<file path="src/design/deser_ctrl_consts.vh">
/*
 * Offsets, field positions and reset values of the datapath,
 * timing, colour balance and audio control registers.
 * Assumes inclusion by bare name from the design files.
 */
// Overview of operation
// RL1: override bit set blocks remote datapath loads; clear lets remote load it.
// RL2: video-disabled bit resets to one; control channel and pins keep working.
// RL3: link-mode bit tells single or dual link; used in auto-detect receive.
// RL4: alternate audio puts word clock on pin 1 and data on pin 0.
// RL5: 28-bit video takes hsync, vsync and enable from the video word.
// RL6: surround bit one enables multichannel audio output, zero disables it; the code also holds it off while the audio-off bit is set.
// RL7: timing-mode zero uses data-enable only; one uses separate syncs.
// RL8: three bits set hsync, vsync, enable polarity; one means active low.
// RL9: page field steers balance access: config, red, green, blue tables.
// RL10: balance correction applied only while its enable bit is one.
// RL11: audio FIFO overrun shown in a read-only status bit.
// RL12: audio FIFO underrun shown in a separate read-only status bit.
// RL13: writing one to error-reset clears overrun and underrun indications.
// RL14: edge-select one strobes data on rising edge, zero falling; resets zero.
// RL15: lock-mode zero asserts receive lock only while video-disabled is zero.
// RL16: input-mode 00 auto, 01 dual, 10 primary single, 11 secondary single.
// RL17: overrun and underrun stay set until error-reset; reads do not clear.
`ifndef DESER_CTRL_CONSTS_VH
`define DESER_CTRL_CONSTS_VH

`define ADDR_DATAPATH 8'h28
`define ADDR_TIMING 8'h29
`define ADDR_BALANCE 8'h2A
`define ADDR_AUDIO 8'h2B

`define RST_DATAPATH 8'h20
`define RST_TIMING 8'h00
`define RST_BALANCE 8'h00
`define RST_AUDIO 8'h00

`define DP_BLOCK_REMOTE 7
`define DP_VIDEO_OFF 5
`define DP_DUAL_LINK 4
`define DP_ALT_AUDIO 3
`define DP_AUDIO_OFF 2
`define DP_SYNC_IN_WORD 1
`define DP_SURROUND 0
`define DP_USED_MASK 8'hBF

`define TM_SYNC_MODE 7
`define TM_HS_LOW 6
`define TM_VS_LOW 5
`define TM_DE_LOW 4

`define WB_PAGE_HI 7
`define WB_PAGE_LO 6
`define WB_ENABLE 5
`define WB_RELOAD 4
`define WB_USED_MASK 8'hF0

`define AU_OVERRUN 3
`define AU_UNDERRUN 2
`define AU_ERR_CLR 1
`define AU_RISING 0

`define MODE_AUTO 2'h0
`define MODE_DUAL 2'h1
`define MODE_PRIMARY 2'h2
`define MODE_SECONDARY 2'h3

`endif

</file>
<file path="src/design/audio_word_fifo.v">
/*
 * Synchronous FIFO for audio sample words, valid/ready on both sides.
 * Assumes one clock and a synchronous active-high reset.
 */
`timescale 1ns/10ps
`default_nettype none
module audio_word_fifo #(
  parameter WIDTH = 32,
  parameter DEPTH = 8,
  parameter AW = 3
) (
  input wire clk_sys,
  input wire srst,
  input wire in_valid,
  output wire in_ready,
  input wire [WIDTH-1:0] in_data,
  output wire out_valid,
  input wire out_ready,
  output reg [WIDTH-1:0] out_data_q
);
  reg [WIDTH-1:0] mem [0:DEPTH-1];
  reg [AW-1:0] wr_q;
  reg [AW-1:0] rd_q;
  reg [AW:0] cnt_q;
  reg [AW:0] fill_q;
  reg in_ready_q;
  reg out_valid_q;
  wire [AW:0] fill_d;
  wire push;
  wire pop;
  wire load;

  // fill counts the output register too, so no more than DEPTH words are held
  // ready is registered from the next fill so the upstream sees a flop
  assign in_ready = in_ready_q;
  assign push = in_valid & in_ready_q;
  assign fill_d = fill_q + {{AW{1'b0}}, push} - {{AW{1'b0}}, pop};
  assign out_valid = out_valid_q;
  assign load = (cnt_q != {(AW+1){1'b0}}) & (~out_valid_q | out_ready);
  assign pop = out_valid_q & out_ready;

  always @(posedge clk_sys) begin
    if (push)
      mem[wr_q] <= in_data;
  end

  always @(posedge clk_sys) begin
    if (srst) begin
      wr_q <= {AW{1'b0}};
      rd_q <= {AW{1'b0}};
      cnt_q <= {(AW+1){1'b0}};
      fill_q <= {(AW+1){1'b0}};
      in_ready_q <= 1'b1;
      out_valid_q <= 1'b0;
      out_data_q <= {WIDTH{1'b0}};
    end else begin
      if (push)
        wr_q <= wr_q + 1'b1;
      if (load) begin
        out_data_q <= mem[rd_q];
        rd_q <= rd_q + 1'b1;
        out_valid_q <= 1'b1;
      end else if (pop) begin
        out_valid_q <= 1'b0;
      end
      cnt_q <= cnt_q + {{AW{1'b0}}, push} - {{AW{1'b0}}, load};
      fill_q <= fill_d;
      in_ready_q <= (fill_d != DEPTH[AW:0]);
    end
  end
endmodule // audio_word_fifo
`default_nettype wire

</file>
<file path="src/design/deser_datapath_ctrl.v">
/*
 * Datapath, display timing, colour balance and audio control registers
 * of the deserializer, with the audio word FIFO and the effects of each
 * control bit on the video, sync, audio and pin paths.
 * Assumes a local register port (address, write and read strobes) and a
 * remote load strobe from the forward-channel decoder, all on clk_sys.
 */
`timescale 1ns/10ps
`default_nettype none
`include "deser_ctrl_consts.vh"
module deser_datapath_ctrl #(
  parameter AUD_W = 32,
  parameter AUD_DEPTH = 8,
  parameter AUD_AW = 3,
  parameter PIX_W = 24
) (
  input wire clk_sys,
  input wire srst,
  input wire [7:0] reg_addr,
  input wire reg_wr,
  input wire [7:0] reg_wdata,
  input wire reg_rd,
  output reg [7:0] reg_rdata_q,
  input wire remote_load,
  input wire [7:0] remote_data,
  input wire [1:0] receive_input_mode,
  input wire lock_mode,
  input wire link_up,
  output reg rx_lock_q,
  output reg ctrl_chan_en_q,
  output reg dual_rx_q,
  output reg secondary_rx_q,
  input wire [PIX_W-1:0] pix_in,
  input wire [PIX_W-1:0] pix_balanced,
  input wire pix_hs,
  input wire pix_vs,
  input wire pix_de,
  input wire word_hs,
  input wire word_vs,
  input wire word_de,
  output reg [PIX_W-1:0] pix_out_q,
  output reg hsync_out_q,
  output reg vsync_out_q,
  output reg de_out_q,
  output reg video_valid_q,
  output reg [1:0] balance_page_q,
  output reg table_refresh_enable_q,
  output reg dither_one_enable_q,
  output reg dither_two_enable_q,
  output reg high_dither_one_off_q,
  output reg high_dither_two_off_q,
  input wire aud_in_valid,
  output wire aud_in_ready,
  input wire [AUD_W-1:0] aud_in_data,
  input wire aud_take,
  output reg [AUD_W-1:0] aud_word_q,
  output reg aud_word_valid_q,
  input wire aud_wclk,
  input wire aud_sdata,
  input wire gpio0_func,
  input wire gpio1_func,
  output reg aud_wclk_out_q,
  output reg aud_sdata_out_q,
  output reg gpio0_out_q,
  output reg gpio1_out_q,
  output reg surround_en_q,
  output reg strobe_rising_q
);
  reg [7:0] datapath_q;
  reg [7:0] timing_q;
  reg [7:0] balance_q;
  localparam [7:0] au_rst_val = `RST_AUDIO;
  reg [1:0] audio_ctl_q;
  reg overrun_q;
  reg underrun_q;
  reg [7:0] rd_d;
  reg hs_raw;
  reg vs_raw;
  reg de_raw;
  wire wr_dp;
  wire wr_tm;
  wire wr_wb;
  wire wr_au;
  wire err_clr;
  wire fifo_out_valid;
  wire [AUD_W-1:0] fifo_out_data;
  wire fifo_pop;
  wire overrun_evt;
  wire underrun_evt;
  wire video_off;
  wire alt_audio;

  function hit;
    input [7:0] addr;
    input [7:0] target;
    begin
      hit = (addr == target);
    end
  endfunction

  // polarity: a set level-select bit means the pin is active low
  function level_out;
    input active;
    input active_low;
    begin
      level_out = active ^ active_low;
    end
  endfunction

  assign wr_dp = reg_wr & hit(reg_addr, `ADDR_DATAPATH);
  assign wr_tm = reg_wr & hit(reg_addr, `ADDR_TIMING);
  assign wr_wb = reg_wr & hit(reg_addr, `ADDR_BALANCE);
  assign wr_au = reg_wr & hit(reg_addr, `ADDR_AUDIO);
  assign err_clr = wr_au & reg_wdata[`AU_ERR_CLR]; // [RL13]
  assign video_off = datapath_q[`DP_VIDEO_OFF];
  assign alt_audio = datapath_q[`DP_ALT_AUDIO];

  // local write wins over a remote load in the same cycle
  always @(posedge clk_sys) begin
    if (srst) begin
      datapath_q <= `RST_DATAPATH; // [RL2]
    end else if (wr_dp) begin
      datapath_q <= reg_wdata & `DP_USED_MASK;
    end else if (remote_load & ~datapath_q[`DP_BLOCK_REMOTE]) begin // [RL1]
      datapath_q <= {1'b0, remote_data[6:0]} & `DP_USED_MASK;
    end
  end

  always @(posedge clk_sys) begin
    if (srst) begin
      timing_q <= `RST_TIMING;
      balance_q <= `RST_BALANCE;
      audio_ctl_q <= au_rst_val[1:0]; // [RL14]
    end else begin
      if (wr_tm)
        timing_q <= reg_wdata;
      if (wr_wb)
        balance_q <= reg_wdata & `WB_USED_MASK;
      if (wr_au)
        audio_ctl_q <= reg_wdata[1:0];
    end
  end

  // audio samples queue here; the audio serializer takes one per word slot
  audio_word_fifo #(
    .WIDTH(AUD_W),
    .DEPTH(AUD_DEPTH),
    .AW(AUD_AW)
  ) u_fifo (
    .clk_sys(clk_sys),
    .srst(srst),
    .in_valid(aud_in_valid),
    .in_ready(aud_in_ready),
    .in_data(aud_in_data),
    .out_valid(fifo_out_valid),
    .out_ready(aud_take),
    .out_data_q(fifo_out_data)
  );

  assign fifo_pop = aud_take & fifo_out_valid;
  assign overrun_evt = aud_in_valid & ~aud_in_ready;
  assign underrun_evt = aud_take & ~fifo_out_valid;

  // sticky until the error reset; a fresh event in the clear cycle survives
  always @(posedge clk_sys) begin
    if (srst) begin
      overrun_q <= 1'b0;
      underrun_q <= 1'b0;
    end else begin
      if (overrun_evt)
        overrun_q <= 1'b1; // [RL11] [RL17]
      else if (err_clr)
        overrun_q <= 1'b0; // [RL13]
      if (underrun_evt)
        underrun_q <= 1'b1; // [RL12] [RL17]
      else if (err_clr)
        underrun_q <= 1'b0; // [RL13]
    end
  end

  always @(posedge clk_sys) begin
    if (srst) begin
      aud_word_q <= {AUD_W{1'b0}};
      aud_word_valid_q <= 1'b0;
    end else begin
      aud_word_valid_q <= fifo_pop & ~datapath_q[`DP_AUDIO_OFF];
      if (fifo_pop)
        aud_word_q <= fifo_out_data;
    end
  end

  // reads have no side effect on the status bits
  always @* begin
    rd_d = 8'h00;
    case (reg_addr)
      `ADDR_DATAPATH: rd_d = datapath_q;
      `ADDR_TIMING: rd_d = timing_q;
      `ADDR_BALANCE: rd_d = balance_q;
      `ADDR_AUDIO: rd_d = {4'h0, overrun_q, underrun_q, audio_ctl_q}; // [RL11] [RL12]
      default: rd_d = 8'h00;
    endcase
  end

  always @(posedge clk_sys) begin
    if (srst)
      reg_rdata_q <= 8'h00;
    else if (reg_rd)
      reg_rdata_q <= rd_d;
  end

  // link status and receive mode
  always @(posedge clk_sys) begin
    if (srst) begin
      rx_lock_q <= 1'b0;
      ctrl_chan_en_q <= 1'b0;
      dual_rx_q <= 1'b0;
      secondary_rx_q <= 1'b0;
    end else begin
      rx_lock_q <= link_up & (lock_mode | ~video_off); // [RL15]
      ctrl_chan_en_q <= link_up; // [RL2]
      case (receive_input_mode)
        `MODE_AUTO: dual_rx_q <= datapath_q[`DP_DUAL_LINK]; // [RL3] [RL16]
        `MODE_DUAL: dual_rx_q <= 1'b1; // [RL16]
        default: dual_rx_q <= 1'b0; // [RL16]
      endcase
      secondary_rx_q <= (receive_input_mode == `MODE_SECONDARY); // [RL16]
    end
  end

  // sync source: carried in the video word or on separate inputs
  always @* begin
    if (datapath_q[`DP_SYNC_IN_WORD]) begin // [RL5]
      hs_raw = word_hs;
      vs_raw = word_vs;
      de_raw = word_de;
    end else begin
      hs_raw = pix_hs;
      vs_raw = pix_vs;
      de_raw = pix_de;
    end
  end

  // in enable-only timing the sync pins rest at their inactive level
  always @(posedge clk_sys) begin
    if (srst) begin
      pix_out_q <= {PIX_W{1'b0}};
      hsync_out_q <= 1'b0;
      vsync_out_q <= 1'b0;
      de_out_q <= 1'b0;
      video_valid_q <= 1'b0;
    end else begin
      video_valid_q <= link_up & ~video_off;
      if (balance_q[`WB_ENABLE]) // [RL10]
        pix_out_q <= pix_balanced;
      else
        pix_out_q <= pix_in;
      hsync_out_q <= level_out(hs_raw & timing_q[`TM_SYNC_MODE], timing_q[`TM_HS_LOW]); // [RL7] [RL8]
      vsync_out_q <= level_out(vs_raw & timing_q[`TM_SYNC_MODE], timing_q[`TM_VS_LOW]); // [RL7] [RL8]
      de_out_q <= level_out(de_raw & ~video_off, timing_q[`TM_DE_LOW]); // [RL8]
    end
  end

  always @(posedge clk_sys) begin
    if (srst) begin
      balance_page_q <= 2'h0;
      table_refresh_enable_q <= 1'b0;
      dither_one_enable_q <= 1'b0;
      dither_two_enable_q <= 1'b0;
      high_dither_one_off_q <= 1'b0;
      high_dither_two_off_q <= 1'b0;
    end else begin
      balance_page_q <= balance_q[`WB_PAGE_HI:`WB_PAGE_LO]; // [RL9]
      table_refresh_enable_q <= balance_q[`WB_RELOAD];
      dither_two_enable_q <= timing_q[3];
      dither_one_enable_q <= timing_q[2];
      high_dither_two_off_q <= timing_q[1];
      high_dither_one_off_q <= timing_q[0];
    end
  end

  // audio pins; general-purpose pins keep working while video is off
  always @(posedge clk_sys) begin
    if (srst) begin
      aud_wclk_out_q <= 1'b0;
      aud_sdata_out_q <= 1'b0;
      gpio0_out_q <= 1'b0;
      gpio1_out_q <= 1'b0;
      surround_en_q <= 1'b0;
      strobe_rising_q <= 1'b0;
    end else begin
      surround_en_q <= datapath_q[`DP_SURROUND] & ~datapath_q[`DP_AUDIO_OFF]; // [RL6]
      strobe_rising_q <= audio_ctl_q[`AU_RISING]; // [RL14]
      if (alt_audio) begin // [RL4]
        gpio1_out_q <= aud_wclk;
        gpio0_out_q <= aud_sdata;
        aud_wclk_out_q <= 1'b0;
        aud_sdata_out_q <= 1'b0;
      end else begin
        gpio1_out_q <= gpio1_func; // [RL2]
        gpio0_out_q <= gpio0_func; // [RL2]
        aud_wclk_out_q <= aud_wclk & ~datapath_q[`DP_AUDIO_OFF];
        aud_sdata_out_q <= aud_sdata & ~datapath_q[`DP_AUDIO_OFF];
      end
    end
  end
endmodule // deser_datapath_ctrl
`default_nettype wire

</file>
<file path="config.mk">
export PLATFORM = sky130hd
export DESIGN_NAME = deser_datapath_ctrl
export DESIGN_NICKNAME = d
export VERILOG_FILES = /design/src/design/audio_word_fifo.v /design/src/design/deser_datapath_ctrl.v
export VERILOG_INCLUDE_DIRS = /design/src /design/src/design
export SDC_FILE = /design/constraint.sdc
export NUM_CORES = 1
export LEC_CHECK = 0
export ABC_CLOCK_PERIOD_IN_PS = 4700
export BUFFER_PORTS_ARGS = -buffer_cell sky130_fd_sc_hd__buf_2
export CORE_AREA = 5 5 244 127
export CTS_BUF_LIST = sky130_fd_sc_hd__clkbuf_4 sky130_fd_sc_hd__clkbuf_8
export DETAILED_ROUTE_END_ITERATION = 8
export DIE_AREA = 0 0 249 132
export PLACE_DENSITY_LB_ADDON = 0.05
export SYNTH_ARGS = -nofsm -noshare
export SYNTH_HDL_FRONTEND = slang
export SYNTH_SLANG_ARGS = --single-unit
</file>
<file path="constraint.sdc">
create_clock -name clk_sys -period 4.7 [get_ports clk_sys]
set_clock_uncertainty 0.2 [all_clocks]
set_input_delay 0.47 -clock clk_sys [delete_from_list [all_inputs] [get_ports clk_sys]]
set_output_delay 0.47 -clock clk_sys [all_outputs]
set_load 0.005 [all_outputs]
</file>
== After elaboration in Yosys (flattened, before gate mapping) ==
Memories as Yosys holds them, arrays and structs flattened. A register that Yosys moved wholly into a read port is not among the register bits.
Cells that the tools add are included.

* Register bits after elaboration: 125
* Input port bits: 125
* Memory bits (writable): 256
* Logic and storage cells: 104
* Output and inout port bits: 87
* Memories: 1

* Equal/unequal tests: 7
* Bitwise gates (word level): 30
* Muxes and demuxes: 17
* Reduce and logical (&&, ||, !) cells: 7
* $add $sub $neg: 6

{| class="wikitable"
|+ Memory list
! memory !! words !! bits a word !! rd ports !! clocked after Yosys merged registers in !! write ports !! RTL line !! source
|-
| u_fifo.mem || 8 || 32 || 1 || 1 || 1 || audio_word_fifo.v:21 || <nowiki>reg [WIDTH-1:0] mem [0:DEPTH-1];</nowiki>
|}

{| class="wikitable"
|+ Operators by type and width
! cell !! count
|-
| 8-bit by 6-bit equality test with 1-bit output (second input constant) || 4
|-
| 8-bit one-hot mux with 4 select lines || 1
|-
| 24-bit two-way mux || 1
|-
| 1-bit bitwise AND || 20
|-
| 8-bit two-way mux || 2
|-
| 1-bit two-way mux || 12
|-
| 4-bit by 1-bit adder with 4-bit output || 2
|-
| 2-bit nonzero test || 4
|-
| 4-bit by 1-bit subtractor with 4-bit output || 2
|-
| 3-bit by 1-bit adder with 3-bit output (second input constant) || 2
|-
| 1-bit NOT || 5
|-
| 4-bit != test (second input constant) || 1
|-
| 4-bit nonzero test || 1
|-
| 1-bit bitwise XOR || 3
|-
| 2-bit by 1-bit equality test with 1-bit output (second input constant) || 1
|-
| 2-bit equality test (second input constant) || 1
|-
| 2-bit logical NOT || 1
|-
| 1-bit OR || 2
|-
| 1-bit one-hot mux with 2 select lines || 1
|-
| 2-bit OR reduction || 1
|}

== Longest topological paths before layout ==
Gate-level depths: netlist (run 1).

* Depth after elaboration: 5
* Gate-level depth with buffers: 13
* Mapped depth without buffers: 12

== Modules after synthesis ==
From an unflattened synthesis (run 1), not the netlist that was laid out.

* Cells, all modules: 1071
* Area total of the unflattened synthesis: 15537.4 um2

{| class="wikitable"
|+ Modules (own cells, without submodules)
! module !! seq. area each (um2) !! cells an instance !! area an instance (um2) !! times used
|-
| audio_word_fifo || 8648.3 || 646 || 11509.8 || 1
|-
| deser_datapath_ctrl || 2182.1 || 425 || 4027.6 || 1
|}

== Worst setup path before layout (run 1) ==
OpenSTA, ideal clock, no wires.

* Path kind: input to register
* Start point: in aud_in_valid
* End point: mem u_fifo.mem[0][0], enable pin
* Path buffers: 0
* Data required time: 3.999 ns
* Path slack: 0.316 ns
* Arrival: 3.682 ns
* Stages: 2
* Library setup time: 0.501 ns
* Cell sequence: nand2_1 -> nor4_1

* Cells in the longest elaborated chain, start to end: 3

{| class="wikitable"
|+ RTL lines
! item !! RTL line !! source
|-
| start: declaration || deser_datapath_ctrl.v:52 || <nowiki>input wire aud_in_valid,</nowiki>
|-
| 1-bit bitwise AND || audio_word_fifo.v:36 || <nowiki>assign push = in_valid & in_ready_q;</nowiki>
|-
| 1-bit two-way mux || audio_word_fifo.v:43 || <nowiki>if (push)</nowiki>
|-
| 1-bit two-way mux (not written as such) || audio_word_fifo.v:44 || <nowiki>mem[wr_q] <= in_data;</nowiki>
|-
| end: declaration || audio_word_fifo.v:21 ||
|}

Every way passes these cells.

== Worst setup path after layout (run 1) ==
* Start point: in aud_take
* End point: reg u_fifo.in_ready_q (netlist: u_fifo.in_ready)

* Cells in the longest elaborated chain, start to end: 3

{| class="wikitable"
|+ RTL lines
! item !! RTL line !! source
|-
| start: declaration || deser_datapath_ctrl.v:55 || <nowiki>input wire aud_take,</nowiki>
|-
| 1-bit bitwise AND || audio_word_fifo.v:40 || <nowiki>assign pop = out_valid_q & out_ready;</nowiki>
|-
| 4-bit by 1-bit subtractor with 4-bit output || audio_word_fifo.v:37 || <nowiki>assign fill_d = fill_q + {{AW{1'b0}}, push} - {{AW{1'b0}}, pop};</nowiki>
|-
| 4-bit != test || audio_word_fifo.v:68 || <nowiki>in_ready_q <= (fill_d != DEPTH[AW:0]);</nowiki>
|-
| end signal: assignment || audio_word_fifo.v:68 ||
|-
| end: declaration || audio_word_fifo.v:26 || <nowiki>reg in_ready_q;</nowiki>
|}

Every way passes these cells.
A chain may end at the register's enable or synchronous reset.

==> impl_results.md, run 1 <==
* Status: finished clean
* Async set-reset flop share out of synthesis at 0%
* Sequential Area at 10840 um^2
* CTS tree: yes
* Hold Path Class: in2reg
* Via density at 5.318
* Synth area leader: edfxtp_1
* Total GRT Usage at 22.33%
* Synth top area share at 49.52%
* Met2 WL at 16410 um
* Core box area at 28570 um^2
* Tightest Pin Transition at 1.033 ns
* Final Power at 9.313 mW
* Multi-input gate area at 4302 um^2
* Avg Inst Size Synth at 14.43 um^2
* Initial Util at 54.34%
* Max-slew violations at 0
* First-pass GRT wire length at 57850 um
* Critical Path Fanout Max at 33
* CTS Buffer Depth at 3
* CP Class: in2reg
* P_leak at 7.251 nW
* Endpoint class of the critical path: register
* Startpoint types: input port
* Routability cong. at 0.7635
* Met1 WL at 17800 um
* Wire per inst at 20.05 um
* Synth Net Count at 1214
* Register bit total from synthesis at 413
* CP peak stage delay at 0.55 ns
* Commonest non-fill, non-tap cells in the layout: edfxtp_1, buf_2, dfxtp_1
* Setup WS post-layout at 1.671 ns
* Initial antenna violation count at 0
* Buf/Inv on CP at 6
* Worst-skew pair later-pin latency at 0.60 ns
* H-Tree Depth at 2
* Max cap viols at 0
* Die Y at 132 um
* Pwr Density at 486.7 nW/um^2
* DR DRC count at 0
* Critical Path, Cell by Cell: dlygate4sd3_1 -> buf_2 -> nand2_1 -> inv_1 -> buf_4 -> ha_1 -> inv_1 -> ha_1 -> inv_1 -> fa_1 -> xor2_1 -> nand3b_1 -> or3_1
* Global route overflow at 0
* Vias at 9807
* Final WL at 36980 um
* Clock net sink count at 413
* Die area at 32870 um^2
* CP top delay family: buffers and inverters
* Synth unique cells at 43
* N_diodes at 0
* RSZ-0062 raised after global routing: no
* Top cells by area, synth: edfxtp_1, dfxtp_1, mux2i_1, mux4_2, nor2_1
* Hold Buf Count CTS at 106
* Min cycle time layout at 3.029 ns
* CTS Root Cell: clkbuf_8
* Post-synth top flop: edfxtp_1
* Post-CTS Resized at 0
* Slowest cell on crit path: dlygate4sd3_1
* Worst-path clk slew at 0.06 ns
* Die Wd at 249 um
* # fillers at 2093
* Nets@finish at 1546
* Final Cycle Share at 64.44%
* Drt pass-1 iters at 5
* Synth-to-Final Area Change at 23.26%
* DRT antenna net count at 0
* Setup TNS at 0 ns
* Largest net degree at the start of global routing at 87
* Worst Path Arrival at 3.31 ns
* Rows at 44
* Worst slew margin at 30.97%
* Initial DRC count at 742
* Area of the mapped netlist at 15520 um^2
* Synth warn at 0
* PortBufs at 209
* VDD IR max at 316.2 uV
* Met3 routed WL at 2341 um
* Max layer used: met4
* Most common cell after layout, fill and taps aside: edfxtp_1
* Fin area at 19140 um^2
* Setup WS pre-CTS at 1.653 ns
* Fraction of the yosys area taken by sequential cells at 69.76%
* Hold Violations, Final at 0
* Mapped Cells at 1076
* Hpwl dp at 21130 um
* Vias in the first global route at 9765
* CTS Buf Count at 57
* Io pins at 212
* Post-CTS setup buffers at 0
* Setup violations, final at 0
* Critical Path RT at 4.98 ns
* Fraction of layout cells with a size suffix above 1 at 25.74%
* Highest Clock Rate at 330.2 MHz
* Cell repeated most along the worst path: inv_1
* Number of synthesized flops with an enable pin at 256
* Dpl cell area at 16920 um^2
* Min Hold Slack at 0.04429 ns
==> state kept, by name (all words and copies together), names as in the netlist, 2 cells and up <==
| name | count |
|---|---|
| pix_out_q | 24 |
| audio_ctl_q | 2 |
| u_fifo.cnt_q | 4 |
| u_fifo.out_data_q | 32 |
| balance_page_q | 2 |
| timing_q | 8 |
| u_fifo.wr_q | 3 |
| datapath_q | 7 |
| u_fifo.fill_q | 4 |
| u_fifo.rd_q | 3 |
| aud_word_q | 32 |
| u_fifo.mem | 256 |
| reg_rdata_q | 8 |
| balance_q | 4 |
==> power by group <==
part	switching (mW)	total (mW)	internal [mW]
clock network	1.29	2.77	1.48
registers	0.180	4.43	4.25
logic	1.23	2.12	0.892
total	2.70	9.31	6.62
==> routing by layer <==
layer | vias up | global-route usage (%)
met2 | 285 | 33.00
met4 | 0 | 4.287
met1 | 4827 | 34.71
met3 | 40 | 4.770
li1 | 4655 | -
met5 | - | 0
==> layout make-up <==
| cell class | count | area share, % |
|---|---|---|
| clock buffer | 94 | 5.780 |
| clock inverter | 10 | 0.2550 |
| inverter | 18 | 0.3531 |
| multi-input combinational | 581 | 22.48 |
| sequential | 413 | 56.62 |
| tap | 391 | 2.557 |
| timing repair buffer | 337 | 11.95 |
==> logic make-up (layout without fill, tap and decap cells) <==
logic type,Yosys count,count (layout),synth area share (%)
AO/OA/AOI/OAI,132,132,5.375
XOR/XNOR,11,11,0.6206
adder cells (fa/ha/maj),13,13,1.144
buffers and inverters,82,459,2.845
flip-flops,413,413,69.76
multiplexers,151,151,12.38
AND/OR/NAND/NOR,274,274,7.874
==> synth_stat cells, types with 7 or more instances <==
library cell  number
buf_6              8
nor2_1           105
nand2_1           77
edfxtp_1         256
mux4_2            30
a21oi_1           50
inv_1             17
buf_2             20
o2bb2ai_1          7
ha_1              11
dfxtp_1          157
clkbuf_1          28
o22ai_1           32
xor2_1             7
nor3_1            40
a211oi_1          38
nor2b_1           23
mux2i_1          117
==> stage by stage <==
step / utilization, % / cells
after floorplan: - / 1076
after global placement: 59.22 / 1634
after detailed placement: 59.22 / 1634
after CTS: 66.97 / 1844
after global routing: 66.97 / 1844
final: 66.97 / 1844
==> worst min-delay path, stage by stage <==
cell and delay, ns:
buf_2 0.10, mux2i_1 0.13, a211oi_1 0.08
==> path summary, 6_finish.rpt <==
| check | startpoint | endpoint | slack, ns | cells past startpoint |
|---|---|---|---|---|
| hold / removal | remote_data[4] | datapath_q[4] | 0.04 | 3 |
| setup / recovery | aud_take | u_fifo.in_ready | 1.67 | 13 |
| hold reg to reg | u_fifo.out_data_q[5] | aud_word_q[5] | 0.25 | 2 |
| setup reg to reg | u_fifo.cnt_q[2] | u_fifo.cnt_q[2] | 1.77 | 12 |
Power figures use the tool's default switching activity.
==> inputs of run 2 (changes only) <==
- ABC_CLOCK_PERIOD_IN_PS: 4700 -> 2900
- clock period: 4.7 -> 2.9 ns (I/O delays scaled with it)
==> run 2 against run 1 <==
Effect of this change: sequential share of layout area decreased by 1.3 points; sequential cell count unchanged; register-to-register slack got worse by 1.4 ns; global-route usage increased by 0.52 points; clock-buffer cell count increased by 1; critical path depth decreased by 4; core utilization increased by 1.6 points; critical endpoint is now timing_q[6]; die area unchanged; non-clock buffer count increased by 30; critical path type unchanged.
==> impl_results.md, run 2 (same netlist as run 1, synthesis figures left out) <==
* Die Y at 132 um
* Final Cycle Share at 97.98%
* CP top delay family: buffers and inverters
* Worst Path Arrival at 3.14 ns
* Most common cell after layout, fill and taps aside: edfxtp_1
* Initial antenna violation count at 2
* Final WL at 38210 um
* Hpwl dp at 22470 um
* Min Hold Slack at 0.07217 ns
* Top flop regs: u_fifo.mem x256, aud_word_q x32, u_fifo.out_data_q x32
* Min cycle time layout at 2.841 ns
* CTS Buffer Depth at 3
* Critical Path RT at 3.20 ns
* Met2 WL at 17840 um
* VDD IR max at 422.4 uV
* Nets@finish at 1575
* Slowest cell on crit path: dlygate4sd3_1
* Buf/Inv on CP at 5
* Setup violations, final at 0
* Max cap viols at 0
* Setup WS post-layout at 0.05872 ns
* DR DRC count at 0
* Synth-to-Final Area Change at 26.18%
* DRT antenna net count at 0
* CTS tree: yes
* Clock net sink count at 413
* Cell repeated most along the worst path: dlygate4sd3_1
* Max-slew violations at 0
* Vias at 10.13k
* First-pass GRT wire length at 59270 um
* Max layer used: met4
* Endpoint class of the critical path: register
* H-Tree Depth at 2
* Die area at 32870 um^2
* Core box area at 28570 um^2
* Pwr Density at 786.7 nW/um^2
* Critical Path, Cell by Cell: dlygate4sd3_1 -> buf_2 -> nor4bb_1 -> dlygate4sd3_1 -> buf_4 -> nand4_1 -> mux2i_1 -> nor2_1 -> dlygate4sd3_1
* Hold Violations, Final at 0
* Initial DRC count at 737
* Vias in the first global route at 10.08k
* Largest Register: u_fifo.mem
* Startpoint types: input port
* Status: finished clean
* Largest net degree at the start of global routing at 70
* Reg2reg start: u_fifo.cnt_q[2]
* Worst slew margin at 51.53%
* Routability cong. at 0.8171
* Fin area at 19590 um^2
* Via density at 5.393
* Setup WS pre-CTS at 0.3947 ns
* Met3 routed WL at 2576 um
* CTS Buf Count at 56
* Worst Hold Launch: reg_addr[7]
* Commonest non-fill, non-tap cells in the layout: edfxtp_1, buf_2, dfxtp_1
* Rows at 44
* Met1 WL at 17220 um
* Critical Path Fanout Max at 8
* CP peak stage delay at 0.61 ns
* Worst-path clk slew at 0.07 ns
* Layout Utilization at 68.56%
* Final Power at 15.41 mW
* Highest Clock Rate at 352.0 MHz
* Wire per inst at 20.35 um
* Dpl cell area at 17140 um^2
* Total GRT Usage at 22.86%
* PortBufs at 209
* Hold Path Class: in2reg
* Tightest Pin Transition at 0.7270 ns
* CTS Root Cell: clkbuf_8
* Worst-skew pair later-pin latency at 0.61 ns
* Io pins at 212
* P_leak at 7.446 nW
* Die Wd at 249 um
* Drt pass-1 iters at 4
* Initial Util at 54.34%
* Fraction of layout cells with a size suffix above 1 at 26.06%
* Max reg flops at 256
* Global route overflow at 0
* CP Class: in2reg
* Crit path from: reg_addr[2]
==> run 2: cell count changes in the layout (fill, tap and decap cells not counted), sizes merged <==
cell,delta
clkinv,+2
buf,+12
clkbuf,+1
dlygate4sd3,+18
clkinvlp,-2
diode,+2
inv,+1
==> run 2: through the flow <==
step / TNS (ns) / instances
3_3_place_gp: 0 / 1645
4_1_cts: 0 / 1875
2_1_floorplan: -56.69 / 1076
6_report: 0 / 1878
3_5_place_dp: 0 / 1645
5_1_grt: -0.02987 / 1878
==> run 2: path summary, 6_finish.rpt <==
| check | slack (ns) | endpoint | depth (start not counted) |
|---|---|---|---|
| worst min-delay path | 0.07 | datapath_q[0] | 4 |
| worst min register to register | 0.25 | aud_word_q[0] | 2 |
| worst max-delay path | 0.06 | timing_q[6] | 9 |
| worst max register to register | 0.38 | u_fifo.cnt_q[2] | 11 |
==> run 2: layer usage <==
layer  up-vias  global-route usage [%]
met1      5061                   32.78
met2       302                   35.89
met4         0                   5.052
li1       4711                       -
met5         -                       0
met3        54                   5.815
==> run 2: layout make-up <==
| cell class | instances | area [um^2] |
|---|---|---|
| Fill cell | 2060 | 8984 |
| Clock buffer | 95 | 1132 |
| Multi-Input combinational cell | 581 | 4325 |
| Clock inverter | 11 | 51.30 |
| Sequential cell | 413 | 10840 |
| Inverter | 18 | 67.56 |
| Antenna cell | 2 | 5.005 |
| Tap cell | 391 | 489.2 |
| Timing Repair Buffer | 367 | 2683 |
==> run 2: power by group <==
part	total [mW]	switching [mW]	leakage, nW	internal (mW)
combinational	3.65	2.06	3.19	1.59
sequential	7.19	0.307	3.61	6.88
clock	4.58	2.12	0.640	2.45
total	15.4	4.49	7.45	10.9
==> run 2: worst reg2reg max path: cells and delay by family, from the launching register on <==
| kind | cells | cell delay (ns) |
|---|---|---|
| fa+ha+maj | 4 | 1.04 |
| xor+xnor | 1 | 0.17 |
| flops | 1 | 0.30 |
| simple gates | 3 | 0.53 |
| buf+inv | 3 | 0.15 |
==> run 2: what timing repair did <==
action | 4_1_cts | 5_1_grt
hold buffers | 124 | 0
buffers inserted | 0 | 1
hold endpoints to repair | 325 | 0
setup endpoints to repair | 0 | 3
resized for setup | 0 | 1
